--- src/rtl/mmc_pkg.sv ---
package mmc_pkg;

    // ************************************************************
    // register offsets
    // ************************************************************
    localparam logic [11:0] OFF_MODE_CTRL     = 12'h100;
    localparam logic [11:0] OFF_STN_ADDR_HI   = 12'h104;
    localparam logic [11:0] OFF_STN_ADDR_LO   = 12'h108;
    localparam logic [11:0] OFF_GRP_HASH_HI   = 12'h10C;
    localparam logic [11:0] OFF_GRP_HASH_LO   = 12'h110;
    localparam logic [11:0] OFF_PHY_MGMT_ACC  = 12'h114;
    localparam logic [11:0] OFF_PHY_MGMT_DAT  = 12'h118;
    localparam logic [11:0] OFF_PAUSE_CTRL    = 12'h11C;
    localparam logic [11:0] OFF_VLAN_ONE      = 12'h120;
    localparam logic [11:0] OFF_VLAN_TWO      = 12'h124;
    localparam logic [11:0] OFF_WAKE_FILT     = 12'h128;
    localparam logic [11:0] OFF_WAKE_CSR      = 12'h12C;
    localparam logic [11:0] OFF_CSUM_CTRL     = 12'h130;
    localparam logic [11:0] OFF_RSV_FIRST     = 12'h134;
    localparam logic [11:0] OFF_RSV_LAST      = 12'h1FC;
    localparam logic [11:0] OFF_MODE_STATUS   = 12'h200;
    localparam int          NUM_REGS          = 13;
    localparam int          IDX_W             = 4;

    // ************************************************************
    // mode control fields
    // ************************************************************
    localparam int BIT_ACCEPT_ALL   = 31;
    localparam int BIT_OWN_SUPPRESS = 23;
    localparam int BIT_LOOP_SELECT  = 21;
    localparam int BIT_DUPLEX_FULL  = 20;
    localparam int BIT_GROUP_PASS   = 19;
    localparam int BIT_ANY_DEST     = 18;
    localparam int BIT_FILT_INVERT  = 17;
    localparam int BIT_ERR_DELIVER  = 16;
    localparam int BIT_HASH_ONLY    = 15;
    localparam int BIT_HASH_SELECT  = 13;
    localparam logic [31:0] MODE_RESET = 32'h0004_0000;
    localparam logic [31:0] MODE_WMASK = 32'h80BF_A000;

    // ************************************************************
    // status fields
    // ************************************************************
    localparam int BIT_ST_LOOP_ACTIVE = 0;
    localparam int BIT_ST_SETTLING    = 1;
    localparam int BIT_ST_FILT_FAIL   = 2;

    // ************************************************************
    // station address, hash and mii widths
    // ************************************************************
    localparam int STN_HI_W  = 16;
    localparam int ADDR_W    = 48;
    localparam int HASH_W    = 64;
    localparam int HASH_IDX_W = 6;
    localparam int MII_W     = 4;

    // ************************************************************
    // timing
    // ************************************************************
    localparam int CLK_PERIOD_NS   = 4;
    localparam int LOOP_SETTLE_NS  = 10000;
    localparam int LOOP_SETTLE_CYC = LOOP_SETTLE_NS / CLK_PERIOD_NS;
    localparam int CNT_W           = 12;

endpackage : mmc_pkg

--- src/rtl/mmc_cfg_if.sv ---
interface mmc_cfg_if;
    import mmc_pkg::*;

    logic                  accept_every_frame;
    logic                  own_frame_suppress;
    logic                  internal_loop_select;
    logic                  duplex_full_select;
    logic                  group_frames_pass;
    logic                  accept_any_destination;
    logic                  filter_invert;
    logic                  deliver_errored_frames;
    logic                  hash_or_exact_filter_select;
    logic                  hash_only;
    logic [ADDR_W-1:0]     station_addr;
    logic [HASH_W-1:0]     group_hash;
    logic                  loop_active;
    logic                  settling;
    logic                  filt_fail;

    modport regs (
        output accept_every_frame, own_frame_suppress, internal_loop_select,
               duplex_full_select, group_frames_pass, accept_any_destination,
               filter_invert, deliver_errored_frames,
               hash_or_exact_filter_select, hash_only, station_addr,
               group_hash,
        input  loop_active, settling, filt_fail
    );
    modport filt (
        input  accept_every_frame, group_frames_pass, accept_any_destination,
               filter_invert, deliver_errored_frames,
               hash_or_exact_filter_select, hash_only, station_addr,
               group_hash,
        output filt_fail
    );
    modport mux (
        input  own_frame_suppress, internal_loop_select, duplex_full_select,
        output loop_active, settling
    );
endinterface : mmc_cfg_if

--- src/rtl/mmc_addr_filter.sv ---
module mmc_addr_filter
    import mmc_pkg::*;
(
    // clock and reset
    input  wire logic                  i_clock,
    input  wire logic                  i_nrst,
    // configuration
    mmc_cfg_if.filt                    cfg,
    // frame events
    input  wire logic                  i_dest_valid,
    input  wire logic [ADDR_W-1:0]     i_dest,
    input  wire logic [HASH_IDX_W-1:0] i_hash_idx,
    input  wire logic                  i_end,
    input  wire logic                  i_err_runt,
    input  wire logic                  i_err_coll,
    input  wire logic                  i_err_trunc,
    // decision
    output logic                       o_deliver,
    output logic                       o_status_valid,
    output logic                       o_filter_fail
);

    logic pass_q, pass_d;
    logic deliver_q, deliver_d;
    logic stat_q, stat_d;
    logic fail_q, fail_d;
    logic is_group, exact_hit, hash_hit, addr_ok, bad;

    // ************************************************************
    // address check
    // ************************************************************
    always_comb begin
        is_group  = i_dest[0];
        exact_hit = (i_dest == cfg.station_addr);
        hash_hit  = cfg.group_hash[i_hash_idx];
        if (cfg.hash_or_exact_filter_select) begin
            if (is_group || cfg.hash_only) begin
                addr_ok = hash_hit;
            end else begin
                addr_ok = exact_hit;
            end
        end else begin
            addr_ok = exact_hit ^ cfg.filter_invert;
        end
        if (cfg.group_frames_pass && is_group) begin
            addr_ok = 1'b1;
        end
        if (cfg.accept_any_destination) begin
            addr_ok = 1'b1;
        end
    end

    // ************************************************************
    // frame decision
    // ************************************************************
    always_comb begin
        bad       = i_err_runt | i_err_coll | i_err_trunc;
        pass_d    = i_dest_valid ? addr_ok : pass_q;
        deliver_d = 1'b0;
        stat_d    = i_end;
        fail_d    = i_end ? ~pass_q : fail_q;
        if (i_end) begin
            if (cfg.accept_every_frame) begin
                deliver_d = 1'b1;
            end else begin
                deliver_d = pass_q & (~bad | cfg.deliver_errored_frames);
            end
        end
    end

    always_ff @(posedge i_clock or negedge i_nrst) begin
        if (!i_nrst) begin
            pass_q    <= 1'b0;
            deliver_q <= 1'b0;
            stat_q    <= 1'b0;
            fail_q    <= 1'b0;
        end else begin
            pass_q    <= pass_d;
            deliver_q <= deliver_d;
            stat_q    <= stat_d;
            fail_q    <= fail_d;
        end
    end

    assign o_deliver      = deliver_q;
    assign o_status_valid = stat_q;
    assign o_filter_fail  = fail_q;
    assign cfg.filt_fail  = fail_q;

endmodule : mmc_addr_filter

--- src/rtl/mmc_loop_mux.sv ---
module mmc_loop_mux
    import mmc_pkg::*;
(
    // clock and reset
    input  wire logic             i_clock,
    input  wire logic             i_nrst,
    // configuration
    mmc_cfg_if.mux                cfg,
    // mac transmit side
    input  wire logic [MII_W-1:0] i_mac_txd,
    input  wire logic             i_mac_txen,
    // phy receive side
    input  wire logic [MII_W-1:0] i_phy_rxd,
    input  wire logic             i_phy_rxdv,
    // switched outputs
    output logic      [MII_W-1:0] o_phy_txd,
    output logic                  o_phy_txen,
    output logic      [MII_W-1:0] o_mac_rxd,
    output logic                  o_mac_rxdv,
    output logic                  o_tx_defer
);

    localparam logic [CNT_W-1:0] SETTLE_LOAD = CNT_W'(LOOP_SETTLE_CYC - 1);

    logic             loop_q, loop_d;
    logic             busy_q, busy_d;
    logic [CNT_W-1:0] cnt_q, cnt_d;
    logic [MII_W-1:0] ptxd_q, ptxd_d, mrxd_q, mrxd_d;
    logic             ptxen_q, ptxen_d, mrxdv_q, mrxdv_d, defer_q, defer_d;

    // ************************************************************
    // mode change sequencing
    // ************************************************************
    always_comb begin
        loop_d = loop_q;
        busy_d = busy_q;
        cnt_d  = cnt_q;
        if (busy_q) begin
            if (cnt_q == '0) begin
                busy_d = 1'b0;
                loop_d = cfg.internal_loop_select;
            end else begin
                cnt_d = cnt_q - 1'b1;
            end
        end else if (cfg.internal_loop_select != loop_q) begin
            busy_d = 1'b1;
            cnt_d  = SETTLE_LOAD;
        end
    end

    // ************************************************************
    // datapath switch
    // ************************************************************
    always_comb begin
        ptxd_d  = '0;
        ptxen_d = 1'b0;
        mrxd_d  = '0;
        mrxdv_d = 1'b0;
        if (!busy_q) begin
            // loop returns tx, phy stays quiet
            if (loop_q) begin
                mrxd_d  = i_mac_txd;
                mrxdv_d = i_mac_txen;
            end else begin
                ptxd_d  = i_mac_txd;
                ptxen_d = i_mac_txen;
                mrxd_d  = i_phy_rxd;
                mrxdv_d = i_phy_rxdv;
            end
        end
        if (cfg.own_frame_suppress && i_mac_txen) begin
            mrxd_d  = '0;
            mrxdv_d = 1'b0;
        end
        defer_d = ~cfg.duplex_full_select & i_phy_rxdv & ~loop_q;
    end

    always_ff @(posedge i_clock or negedge i_nrst) begin
        if (!i_nrst) begin
            loop_q  <= 1'b0;
            busy_q  <= 1'b0;
            cnt_q   <= '0;
            ptxd_q  <= '0;
            ptxen_q <= 1'b0;
            mrxd_q  <= '0;
            mrxdv_q <= 1'b0;
            defer_q <= 1'b0;
        end else begin
            loop_q  <= loop_d;
            busy_q  <= busy_d;
            cnt_q   <= cnt_d;
            ptxd_q  <= ptxd_d;
            ptxen_q <= ptxen_d;
            mrxd_q  <= mrxd_d;
            mrxdv_q <= mrxdv_d;
            defer_q <= defer_d;
        end
    end

    assign o_phy_txd       = ptxd_q;
    assign o_phy_txen      = ptxen_q;
    assign o_mac_rxd       = mrxd_q;
    assign o_mac_rxdv      = mrxdv_q;
    assign o_tx_defer      = defer_q;
    assign cfg.loop_active = loop_q;
    assign cfg.settling    = busy_q;

endmodule : mmc_loop_mux

--- src/rtl/mmc_top.sv ---
// How it works
// - receive-all takes every frame, reports filter result
// - own-suppress blocks reception while transmitting
// - loop bit returns tx frames internally
// - loop mode change completes 2501 cycles after the write, just over ten microseconds
// - full duplex lets tx and rx overlap
// - pass-group accepts every multicast frame
// - unicast still needs station address match
// - promiscuous accepts all, set after reset
// - inverse flips exact-match decision only
// - pass-bad delivers errored frames that passed
// - register group at 100h-130h, 134h-1FCh reserved
// - exact filtering against station address when clear
module mmc_top
    import mmc_pkg::*;
(
    // clock and reset
    input  wire logic                  i_clock,
    input  wire logic                  i_nrst,
    // ahb-lite slave
    input  wire logic                  i_hsel,
    input  wire logic [31:0]           i_haddr,
    input  wire logic [1:0]            i_htrans,
    input  wire logic                  i_hwrite,
    input  wire logic [2:0]            i_hsize,
    input  wire logic [31:0]           i_hwdata,
    input  wire logic                  i_hready,
    output logic      [31:0]           o_hrdata,
    output logic                       o_hreadyout,
    output logic                       o_hresp,
    // mac transmit side
    input  wire logic [MII_W-1:0]      i_mac_txd,
    input  wire logic                  i_mac_txen,
    // phy receive side
    input  wire logic [MII_W-1:0]      i_phy_rxd,
    input  wire logic                  i_phy_rxdv,
    // switched mii
    output logic      [MII_W-1:0]      o_phy_txd,
    output logic                       o_phy_txen,
    output logic      [MII_W-1:0]      o_mac_rxd,
    output logic                       o_mac_rxdv,
    output logic                       o_tx_defer,
    // receive frame events
    input  wire logic                  i_rx_dest_valid,
    input  wire logic [ADDR_W-1:0]     i_rx_dest,
    input  wire logic [HASH_IDX_W-1:0] i_rx_hash_idx,
    input  wire logic                  i_rx_end,
    input  wire logic                  i_rx_err_runt,
    input  wire logic                  i_rx_err_coll,
    input  wire logic                  i_rx_err_trunc,
    // receive decision
    output logic                       o_rx_deliver,
    output logic                       o_rx_status_valid,
    output logic                       o_rx_filter_fail
);

    // ************************************************************
    // decode helpers
    // ************************************************************
    function automatic logic group_hit(input logic [31:0] a);
        group_hit = (a[31:12] == '0) && (a[11:0] >= OFF_MODE_CTRL) &&
                    (a[11:0] <= OFF_CSUM_CTRL);
    endfunction : group_hit

    function automatic logic [IDX_W-1:0] reg_index(input logic [31:0] a);
        logic [11:0] rel;
        rel       = a[11:0] - OFF_MODE_CTRL;
        reg_index = rel[IDX_W+1:2];
    endfunction : reg_index

    function automatic logic status_hit(input logic [31:0] a);
        status_hit = (a[31:12] == '0) && (a[11:0] == OFF_MODE_STATUS);
    endfunction : status_hit

    // ************************************************************
    // state
    // ************************************************************
    mmc_cfg_if cfg_bus ();

    logic [31:0]      regs_q [NUM_REGS];
    logic [31:0]      regs_d [NUM_REGS];
    logic             wr_pend_q, wr_pend_d;
    logic [31:0]      wr_addr_q, wr_addr_d;
    logic [31:0]      rdata_q, rdata_d;
    logic             addr_phase;
    logic [31:0]      status_word;

    // ************************************************************
    // bus slave next state
    // ************************************************************
    always_comb begin
        addr_phase = i_hsel & i_htrans[1] & i_hready;
        for (int i = 0; i < NUM_REGS; i++) begin
            regs_d[i] = regs_q[i];
        end
        if (wr_pend_q && group_hit(wr_addr_q)) begin
            if (reg_index(wr_addr_q) == '0) begin
                regs_d[0] = i_hwdata & MODE_WMASK;
            end else begin
                regs_d[reg_index(wr_addr_q)] = i_hwdata;
            end
        end
        wr_pend_d = addr_phase & i_hwrite;
        wr_addr_d = addr_phase ? i_haddr : wr_addr_q;
        rdata_d   = rdata_q;
        if (addr_phase) begin
            rdata_d = '0;
            if (!i_hwrite) begin
                if (group_hit(i_haddr)) begin
                    rdata_d = regs_d[reg_index(i_haddr)];
                end else if (status_hit(i_haddr)) begin
                    rdata_d = status_word;
                end
            end
        end
    end

    always_ff @(posedge i_clock or negedge i_nrst) begin
        if (!i_nrst) begin
            for (int i = 0; i < NUM_REGS; i++) begin
                regs_q[i] <= '0;
            end
            regs_q[0] <= MODE_RESET;
            wr_pend_q <= 1'b0;
            wr_addr_q <= '0;
            rdata_q   <= '0;
        end else begin
            for (int i = 0; i < NUM_REGS; i++) begin
                regs_q[i] <= regs_d[i];
            end
            wr_pend_q <= wr_pend_d;
            wr_addr_q <= wr_addr_d;
            rdata_q   <= rdata_d;
        end
    end

    assign o_hrdata    = rdata_q;
    assign o_hreadyout = 1'b1;
    assign o_hresp     = 1'b0;

    // ************************************************************
    // configuration fan-out
    // ************************************************************
    assign cfg_bus.accept_every_frame          = regs_q[0][BIT_ACCEPT_ALL];
    assign cfg_bus.own_frame_suppress          = regs_q[0][BIT_OWN_SUPPRESS];
    assign cfg_bus.internal_loop_select        = regs_q[0][BIT_LOOP_SELECT];
    assign cfg_bus.duplex_full_select          = regs_q[0][BIT_DUPLEX_FULL];
    assign cfg_bus.group_frames_pass           = regs_q[0][BIT_GROUP_PASS];
    assign cfg_bus.accept_any_destination      = regs_q[0][BIT_ANY_DEST];
    assign cfg_bus.filter_invert               = regs_q[0][BIT_FILT_INVERT];
    assign cfg_bus.deliver_errored_frames      = regs_q[0][BIT_ERR_DELIVER];
    assign cfg_bus.hash_or_exact_filter_select = regs_q[0][BIT_HASH_SELECT];
    assign cfg_bus.hash_only                   = regs_q[0][BIT_HASH_ONLY];
    assign cfg_bus.station_addr = {regs_q[1][STN_HI_W-1:0], regs_q[2]};
    assign cfg_bus.group_hash   = {regs_q[3], regs_q[4]};

    always_comb begin
        status_word                     = '0;
        status_word[BIT_ST_LOOP_ACTIVE] = cfg_bus.loop_active;
        status_word[BIT_ST_SETTLING]    = cfg_bus.settling;
        status_word[BIT_ST_FILT_FAIL]   = cfg_bus.filt_fail;
    end

    // ************************************************************
    // submodules
    // ************************************************************
    mmc_addr_filter u_filter (
        .i_clock        (i_clock),
        .i_nrst         (i_nrst),
        .cfg            (cfg_bus.filt),
        .i_dest_valid   (i_rx_dest_valid),
        .i_dest         (i_rx_dest),
        .i_hash_idx     (i_rx_hash_idx),
        .i_end          (i_rx_end),
        .i_err_runt     (i_rx_err_runt),
        .i_err_coll     (i_rx_err_coll),
        .i_err_trunc    (i_rx_err_trunc),
        .o_deliver      (o_rx_deliver),
        .o_status_valid (o_rx_status_valid),
        .o_filter_fail  (o_rx_filter_fail)
    );

    mmc_loop_mux u_mux (
        .i_clock    (i_clock),
        .i_nrst     (i_nrst),
        .cfg        (cfg_bus.mux),
        .i_mac_txd  (i_mac_txd),
        .i_mac_txen (i_mac_txen),
        .i_phy_rxd  (i_phy_rxd),
        .i_phy_rxdv (i_phy_rxdv),
        .o_phy_txd  (o_phy_txd),
        .o_phy_txen (o_phy_txen),
        .o_mac_rxd  (o_mac_rxd),
        .o_mac_rxdv (o_mac_rxdv),
        .o_tx_defer (o_tx_defer)
    );

endmodule : mmc_top

--- config.mk ---
export PLATFORM = sky130hd
export DESIGN_NAME = mmc_top
export DESIGN_NICKNAME = d
export VERILOG_FILES = /design/src/rtl/mmc_pkg.sv /design/src/rtl/mmc_cfg_if.sv /design/src/rtl/mmc_addr_filter.sv /design/src/rtl/mmc_loop_mux.sv /design/src/rtl/mmc_top.sv
export SDC_FILE = /design/constraint.sdc
export NUM_CORES = 1
export LEC_CHECK = 0
export BUFFER_PORTS_ARGS = -buffer_cell sky130_fd_sc_hd__buf_2
export CAP_MARGIN = 20
export CORE_ASPECT_RATIO = 0.9
export CORE_UTILIZATION = 60
export CTS_BUF_LIST = sky130_fd_sc_hd__clkbuf_2
export DETAILED_ROUTE_END_ITERATION = 7
export GPL_ROUTABILITY_DRIVEN = 0
export MAX_ROUTING_LAYER = met4
export PLACE_DENSITY = 0.84
export SYNTH_ARGS = -nofsm -noshare
export SYNTH_HDL_FRONTEND = slang
export SYNTH_SLANG_ARGS = --single-unit
--- constraint.sdc ---
create_clock -name i_clock -period 5.5 [get_ports i_clock]
set_input_delay 1.375 -clock i_clock [delete_from_list [all_inputs] [get_ports i_clock]]
set_output_delay 1.375 -clock i_clock [all_outputs]
set_load 0.03 [all_outputs]
======== Word-level counts from Yosys, hierarchy flattened ========
Index checks and enable logic that the tools add are counted.
word-level totals
  bits in registers ....................... 510
  bits in latches ......................... 0
  bits in writable memories ............... 0
  bits in read-only memories .............. 0
  input bits .............................. 143
  output and inout port bits .............. 48
  word-level logic and storage cells ...... 112
  memories kept ........................... 0
cells by class
  add/sub/neg operators ................... 3
  multipliers ............................. 0
  divide/modulo/power cells ............... 0
  $lt $le $gt $ge ......................... 8
  equality and inequality tests ........... 4
  shift-type cells ........................ 0
  multiplexer cells ....................... 36
  bitwise operators ....................... 16
  reduce and logical (&&, ||, !) cells .... 17
operators with widths
  cell                     count
  $bwmux W416              1
  $mux W416                1
  $mux W384                1
  $mux W32                 6
  $bmux W32 S4             1
  $demux W32 S4            1
  $eq A48 B48 Y1           1
  $logic_not A20 Y1        2
  $mux W12                 3
  $ge A12 B9 Y1 const B    2
  $le A12 B9 Y1 const B    2
  $mux W4                  5
  $mux W1                  15
  $eq A12 B10 Y1 const B   1
  $logic_not A12 Y1        1
  $sub A12 B1 Y12 const B  1
  $sub A6 B1 Y6 const B    2
  $ge A5 B5 Y1 const B     2
  $not A4 Y5               2
  $logic_and A1 B1 Y1      9
  $lt A6 B7 Y1 const B     1
  $and A1 B1 Y1            6
  $bmux W1 S6              1
  $lt A5 B1 Y1 const B     1
  10 further kinds         16

======== Depth between registers and ports, before layout ========
  word-level depth ........................ 14
  depth in mapped cells ................... 11

======== Cells and area by module ========
Synthesis repeated with hierarchy kept, for this count alone.
unflattened totals
  cells, all modules ...................... 2,011
  area, all modules ....................... 24,735.0 µm²
modules (own cells, without submodules)
  module           times used  cells an instance  area each (µm²)
  mmc_top          1           1,762              22,145.0
  mmc_addr_filter  1           133                1,360.1
  mmc_loop_mux     1           116                1,229.9

======== Least setup slack after synthesis ========
Ideal clock, no wire load.
  path type ............................... input-to-reg
  start point ............................. input i_rx_hash_idx[0]
  end point ............................... register u_filter.pass_q
  setup time .............................. 0.145 ns
  arrival time ............................ 3.758 ns
  path slack .............................. 1.596 ns
  cell stages on the path ................. 7
  buffers on the path ..................... 2
  cells stage by stage .................... clkbuf_1 > buf_2 > mux4_2 > mux4_2 > mux4_2 > nor3_1 > a2111oi_0
between the ends
  longest elaborated chain between the ends .. 6
RTL lines
  element                        line                   source
  from (decl)                    mmc_top.sv:46          input wire logic [HASH_IDX_W-1:0] i_rx_hash_idx,
  $bmux W1 S6                    mmc_addr_filter.sv:35  hash_hit = cfg.group_hash[i_hash_idx];
  $mux W1 (not written as such)  mmc_addr_filter.sv:35
  $mux W1                        mmc_addr_filter.sv:37  if (is_group || cfg.hash_only) begin
  $mux W1                        mmc_addr_filter.sv:36  if (cfg.hash_or_exact_filter_select) begin
  $mux W1                        mmc_addr_filter.sv:45  if (cfg.group_frames_pass && is_group) begin
  $mux W1                        mmc_addr_filter.sv:48  if (cfg.accept_any_destination) begin
  to (signal assigned)           mmc_addr_filter.sv:78  pass_q <= pass_d;
  to (decl)                      mmc_addr_filter.sv:23  logic pass_q, pass_d;
No other way between the ends. The select of a mux whose other input is x is not followed.
A chain may end at the register's enable or synchronous reset.

==> results.md <==
* Status: completed
* Hold WC Path Type: input pin to async pin
* Post-Place Cell Area at 25450 um^2
* Final Hold Vio Count at 0
* DRC errors left at 0
* TritonCTS clock tree: yes
* Slew margin rel. at 0.3598
* Power per standard cell area at 268.4 nW/um^2
* Max Buffers Root-to-Sink at 3
* Worst reg2reg startpoint: wr_addr_q[13]$_DFFE_PN0P_
* Rows at 69
* Multi-input gate area at 10620 um^2
* Drt first pass iters at 5
* Worst-path fanout max at 16
* Yosys warnings at 0
* Die area at 40780 um^2
* Die Y at 191.7 um
* Worst IR drop on VDD at 0.0003064 V
* Yosys top cell area share at 0.5310
* End-of-flow core utilization at 0.6756
* Critical path class: flop to flop
* Mapped Cells at 1699
* Final setup viols at 0
* Global-route wire length before repair at 99590 um
* Actual transition at the worst max-transition pin at 960.3 ps
* # Post-CTS Setup Buffers at 0
* Initial Util at 0.6080
* Initial antenna violation count at 4
* Skew final at 91.55 ps
* Clock sink count at 510
* Initial DRC count at 1513
* Cell mode on critical path: nor4_4
* Unique masters post-synth at 69
* # placed instances at 2327
* Hold Buf Count CTS at 0
* Crit-path slowest cell: nor4_4
* Gr ovfl total at 0
* Final Non-Filler Cells at 2550
* Largest net degree at the start of global routing at 111
* Leakage Power at 13.25 nW
* Net count, final at 2072
* Port buffer count at 184
* Root buffer cell: clkbuf_2
* Post-synth ARST share at 1.000
* Design area at 26650 um^2
* Crit path DAT at 5060 ps
* Delay-heaviest family, CP: simple AND/OR/NAND/NOR gates
* R2R depth at 9
* Crit end category: flop
* Detailed Place HPWL at 42950 um
* Avg Inst Size Synth at 14.12 um^2
* IO Pins at 191
* Syn Std Cell Area at 23990 um^2
* Crit path buf inv count at 1
* Antenna viol nets, final at 0
* H-tree depth at 4
* Required @ worst endpoint at 6460 ps
* Vias at 16210
* Overall routing resource usage at 0.3409
* Worst setup SP type: flop
* Core area at 39450 um^2
* Drt total wl at 64630 um
* Setup TNS at 0 ps
* RSZ-0062 raised after global routing: false
* Reg area at 12760 um^2
* Total Power at 7.154 mW
* Top post-synthesis cells by area: dfrtp_1 53%, mux2_2 20%, mux4_2 8.5%
* CP max stage delay at 950 ps
* Maxcap violations at 0
* Seq/Total Area, Yosys at 0.5321
* Clk_lat worst skew at 1150 ps
* EDFF count, synth at 0
* Period Utilization, post-route at 0.7457
* Worst-path clk slew at 120 ps
* RR Endpoint: o_hrdata[26]$_DFFE_PN0P_
* Vias in the first global route at 17220
* Filler cells at 2779
* Reg2Reg Setup Slack at 1400 ps
* Width of the die at 212.8 um
* Period minus WS final at 4101 ps
* WL/cell at 25.35 um
* Slew Limit Fails at 0
* Layout area overhead at 11.12%
* CTS Buf Count at 131
* Max Freq at 243.8 MHz
* Critical-path cell list: nor4_4 > nand4_4 > nor4_4 > buf_4 > mux2_2 > mux4_2 > o21ai_0 > a21boi_0 > a211oi_1
* Syn nets at 1843
* Yosys top cell by area: dfrtp_1
* Crit. Startpoint: wr_addr_q[13]$_DFFE_PN0P_
* Routed vias/inst at 6.358
* Share of cells above drive strength 1 at 0.4846
* Post-cts resize count at 0
* Seq cells post-synth at 510
* Main synth FF type: dfrtp_1
[state kept, by name (all words and copies together), names as in the netlist, 4 cells and up]
| name | count |
|---|---|
| regs_q | 294 |
| cfg_bus.group_hash | 64 |
| cfg_bus.station_addr | 48 |
| o_hrdata | 32 |
| wr_addr_q | 32 |
| u_mux.cnt_q | 12 |
| u_mux.o_mac_rxd | 4 |
| u_mux.o_phy_txd | 4 |
[worst max-delay path by stage]
stage	cells past startpoint	slack [ps]	endpoint
floorplan	7	1600	u_filter.pass_q$_DFFE_PN0P_
global placement	9	1530	o_hrdata[26]$_DFFE_PN0P_
detailed placement	9	1440	o_hrdata[26]$_DFFE_PN0P_
CTS	9	1420	o_hrdata[26]$_DFFE_PN0P_
global route	9	1220	o_hrdata[26]$_DFFE_PN0P_
finish	9	1400	o_hrdata[26]$_DFFE_PN0P_
[area by class of cell]
cell class | instances | share of cell area
Antenna cell | 4 | 0.0003755
Multi-Input combinational cell | 1039 | 0.3983
Inverter | 11 | 0.001549
Sequential cell | 510 | 0.4789
Timing Repair Buffer | 235 | 0.05103
Tap cell | 532 | 0.02497
Clock inverter | 29 | 0.009201
Clock buffer | 190 | 0.03568
[metrics by stage]
| stage | hold WS, ps | worst slack (ps) |
|---|---|---|
| 2_1_floorplan | 401.5 | 1596 |
| 3_3_place_gp | 460.7 | 1530 |
| 3_5_place_dp | 462.3 | 1438 |
| 4_1_cts | 273.9 | 1423 |
| 5_1_grt | 283.8 | 1218 |
| 6_report | 298.2 | 1399 |
[cell usage after synthesis (all sizes together), types with 26 or more instances]
| master | instances |
|---|---|
| dfrtp | 509 |
| mux2 | 425 |
| mux4 | 91 |
| clkbuf | 79 |
| nand2 | 69 |
| buf | 60 |
| xor2 | 53 |
| nor2 | 46 |
| nor4 | 41 |
| mux2i | 36 |
| and2 | 34 |
| o21ai | 26 |
[cell usage in the layout, fill, tap and decap left out, types with 4 or more instances in the layout]
| master | netlist | layout |
|---|---|---|
| dfrtp_1 | 509 | 509 |
| mux2_2 | 417 | 417 |
| clkbuf_2 | 0 | 190 |
| buf_2 | 29 | 181 |
| mux4_2 | 91 | 91 |
| nand2_1 | 69 | 69 |
| xor2_1 | 53 | 53 |
| buf_4 | 14 | 49 |
| nor2_1 | 46 | 46 |
| mux2i_1 | 36 | 36 |
| and2_1 | 34 | 34 |
| nor4_1 | 27 | 27 |
| o21ai_0 | 23 | 23 |
| clkinv_1 | 1 | 18 |
| a211oi_1 | 16 | 16 |
| a21oi_1 | 16 | 16 |
| nor4_4 | 9 | 14 |
| nor3_1 | 15 | 14 |
| o211ai_1 | 14 | 14 |
| nor2b_1 | 14 | 14 |
| a221o_1 | 14 | 14 |
| a32o_1 | 14 | 14 |
| a311oi_1 | 13 | 13 |
| inv_1 | 10 | 10 |
| nand4_1 | 9 | 9 |
| nand3_1 | 9 | 8 |
| o21a_1 | 8 | 8 |
| nand2b_1 | 6 | 6 |
| xnor2_1 | 6 | 6 |
| mux2_4 | 5 | 5 |
| nor3b_1 | 5 | 5 |
| o31a_1 | 5 | 5 |
| bufinv_16 | 0 | 5 |
| inv_2 | 0 | 5 |
| diode_2 | 0 | 4 |
| o211a_1 | 4 | 4 |
[metal layers]
metal | vias to the layer above | global-route usage | wire [um]
li1 | 6808 | - | -
met1 | 8375 | 0.4377 | 25790
met2 | 862 | 0.4976 | 29930
met3 | 168 | 0.1022 | 6261
met4 | 0 | 0.1641 | 2654
met5 | - | - | 0
[cells by family (layout without fill, tap and decap cells)]
family                   after synthesis  count (layout)  synth area share
AO/OA/AOI/OAI                        157             157           0.05044
XOR/XNOR                              59              59           0.02154
adder cells (fa/ha/maj)                1               1         0.0005215
buffers and inverters                150             465           0.02780
flip-flops                           510             510            0.5321
multiplexers                         552             552            0.3008
other                                  2               6         0.0003131
AND/OR/NAND/NOR                      268             268           0.06651
[worst reg2reg max path: stages, from the launching register on]
cell	delay (ps)
dfrtp_1	420
nor4_4	350
nand4_4	480
nor4_4	960
buf_4	400
mux2_2	380
mux4_2	450
o21ai_0	240
a21boi_0	220
a211oi_1	60
[power breakdown]
part	leakage, nW	internal, mW	switching [mW]
Combinational	5.35	0.211	0.376
Clock	0.912	1.15	1.50
Sequential	6.99	3.83	0.0831
Power figures use the tool's default switching activity.
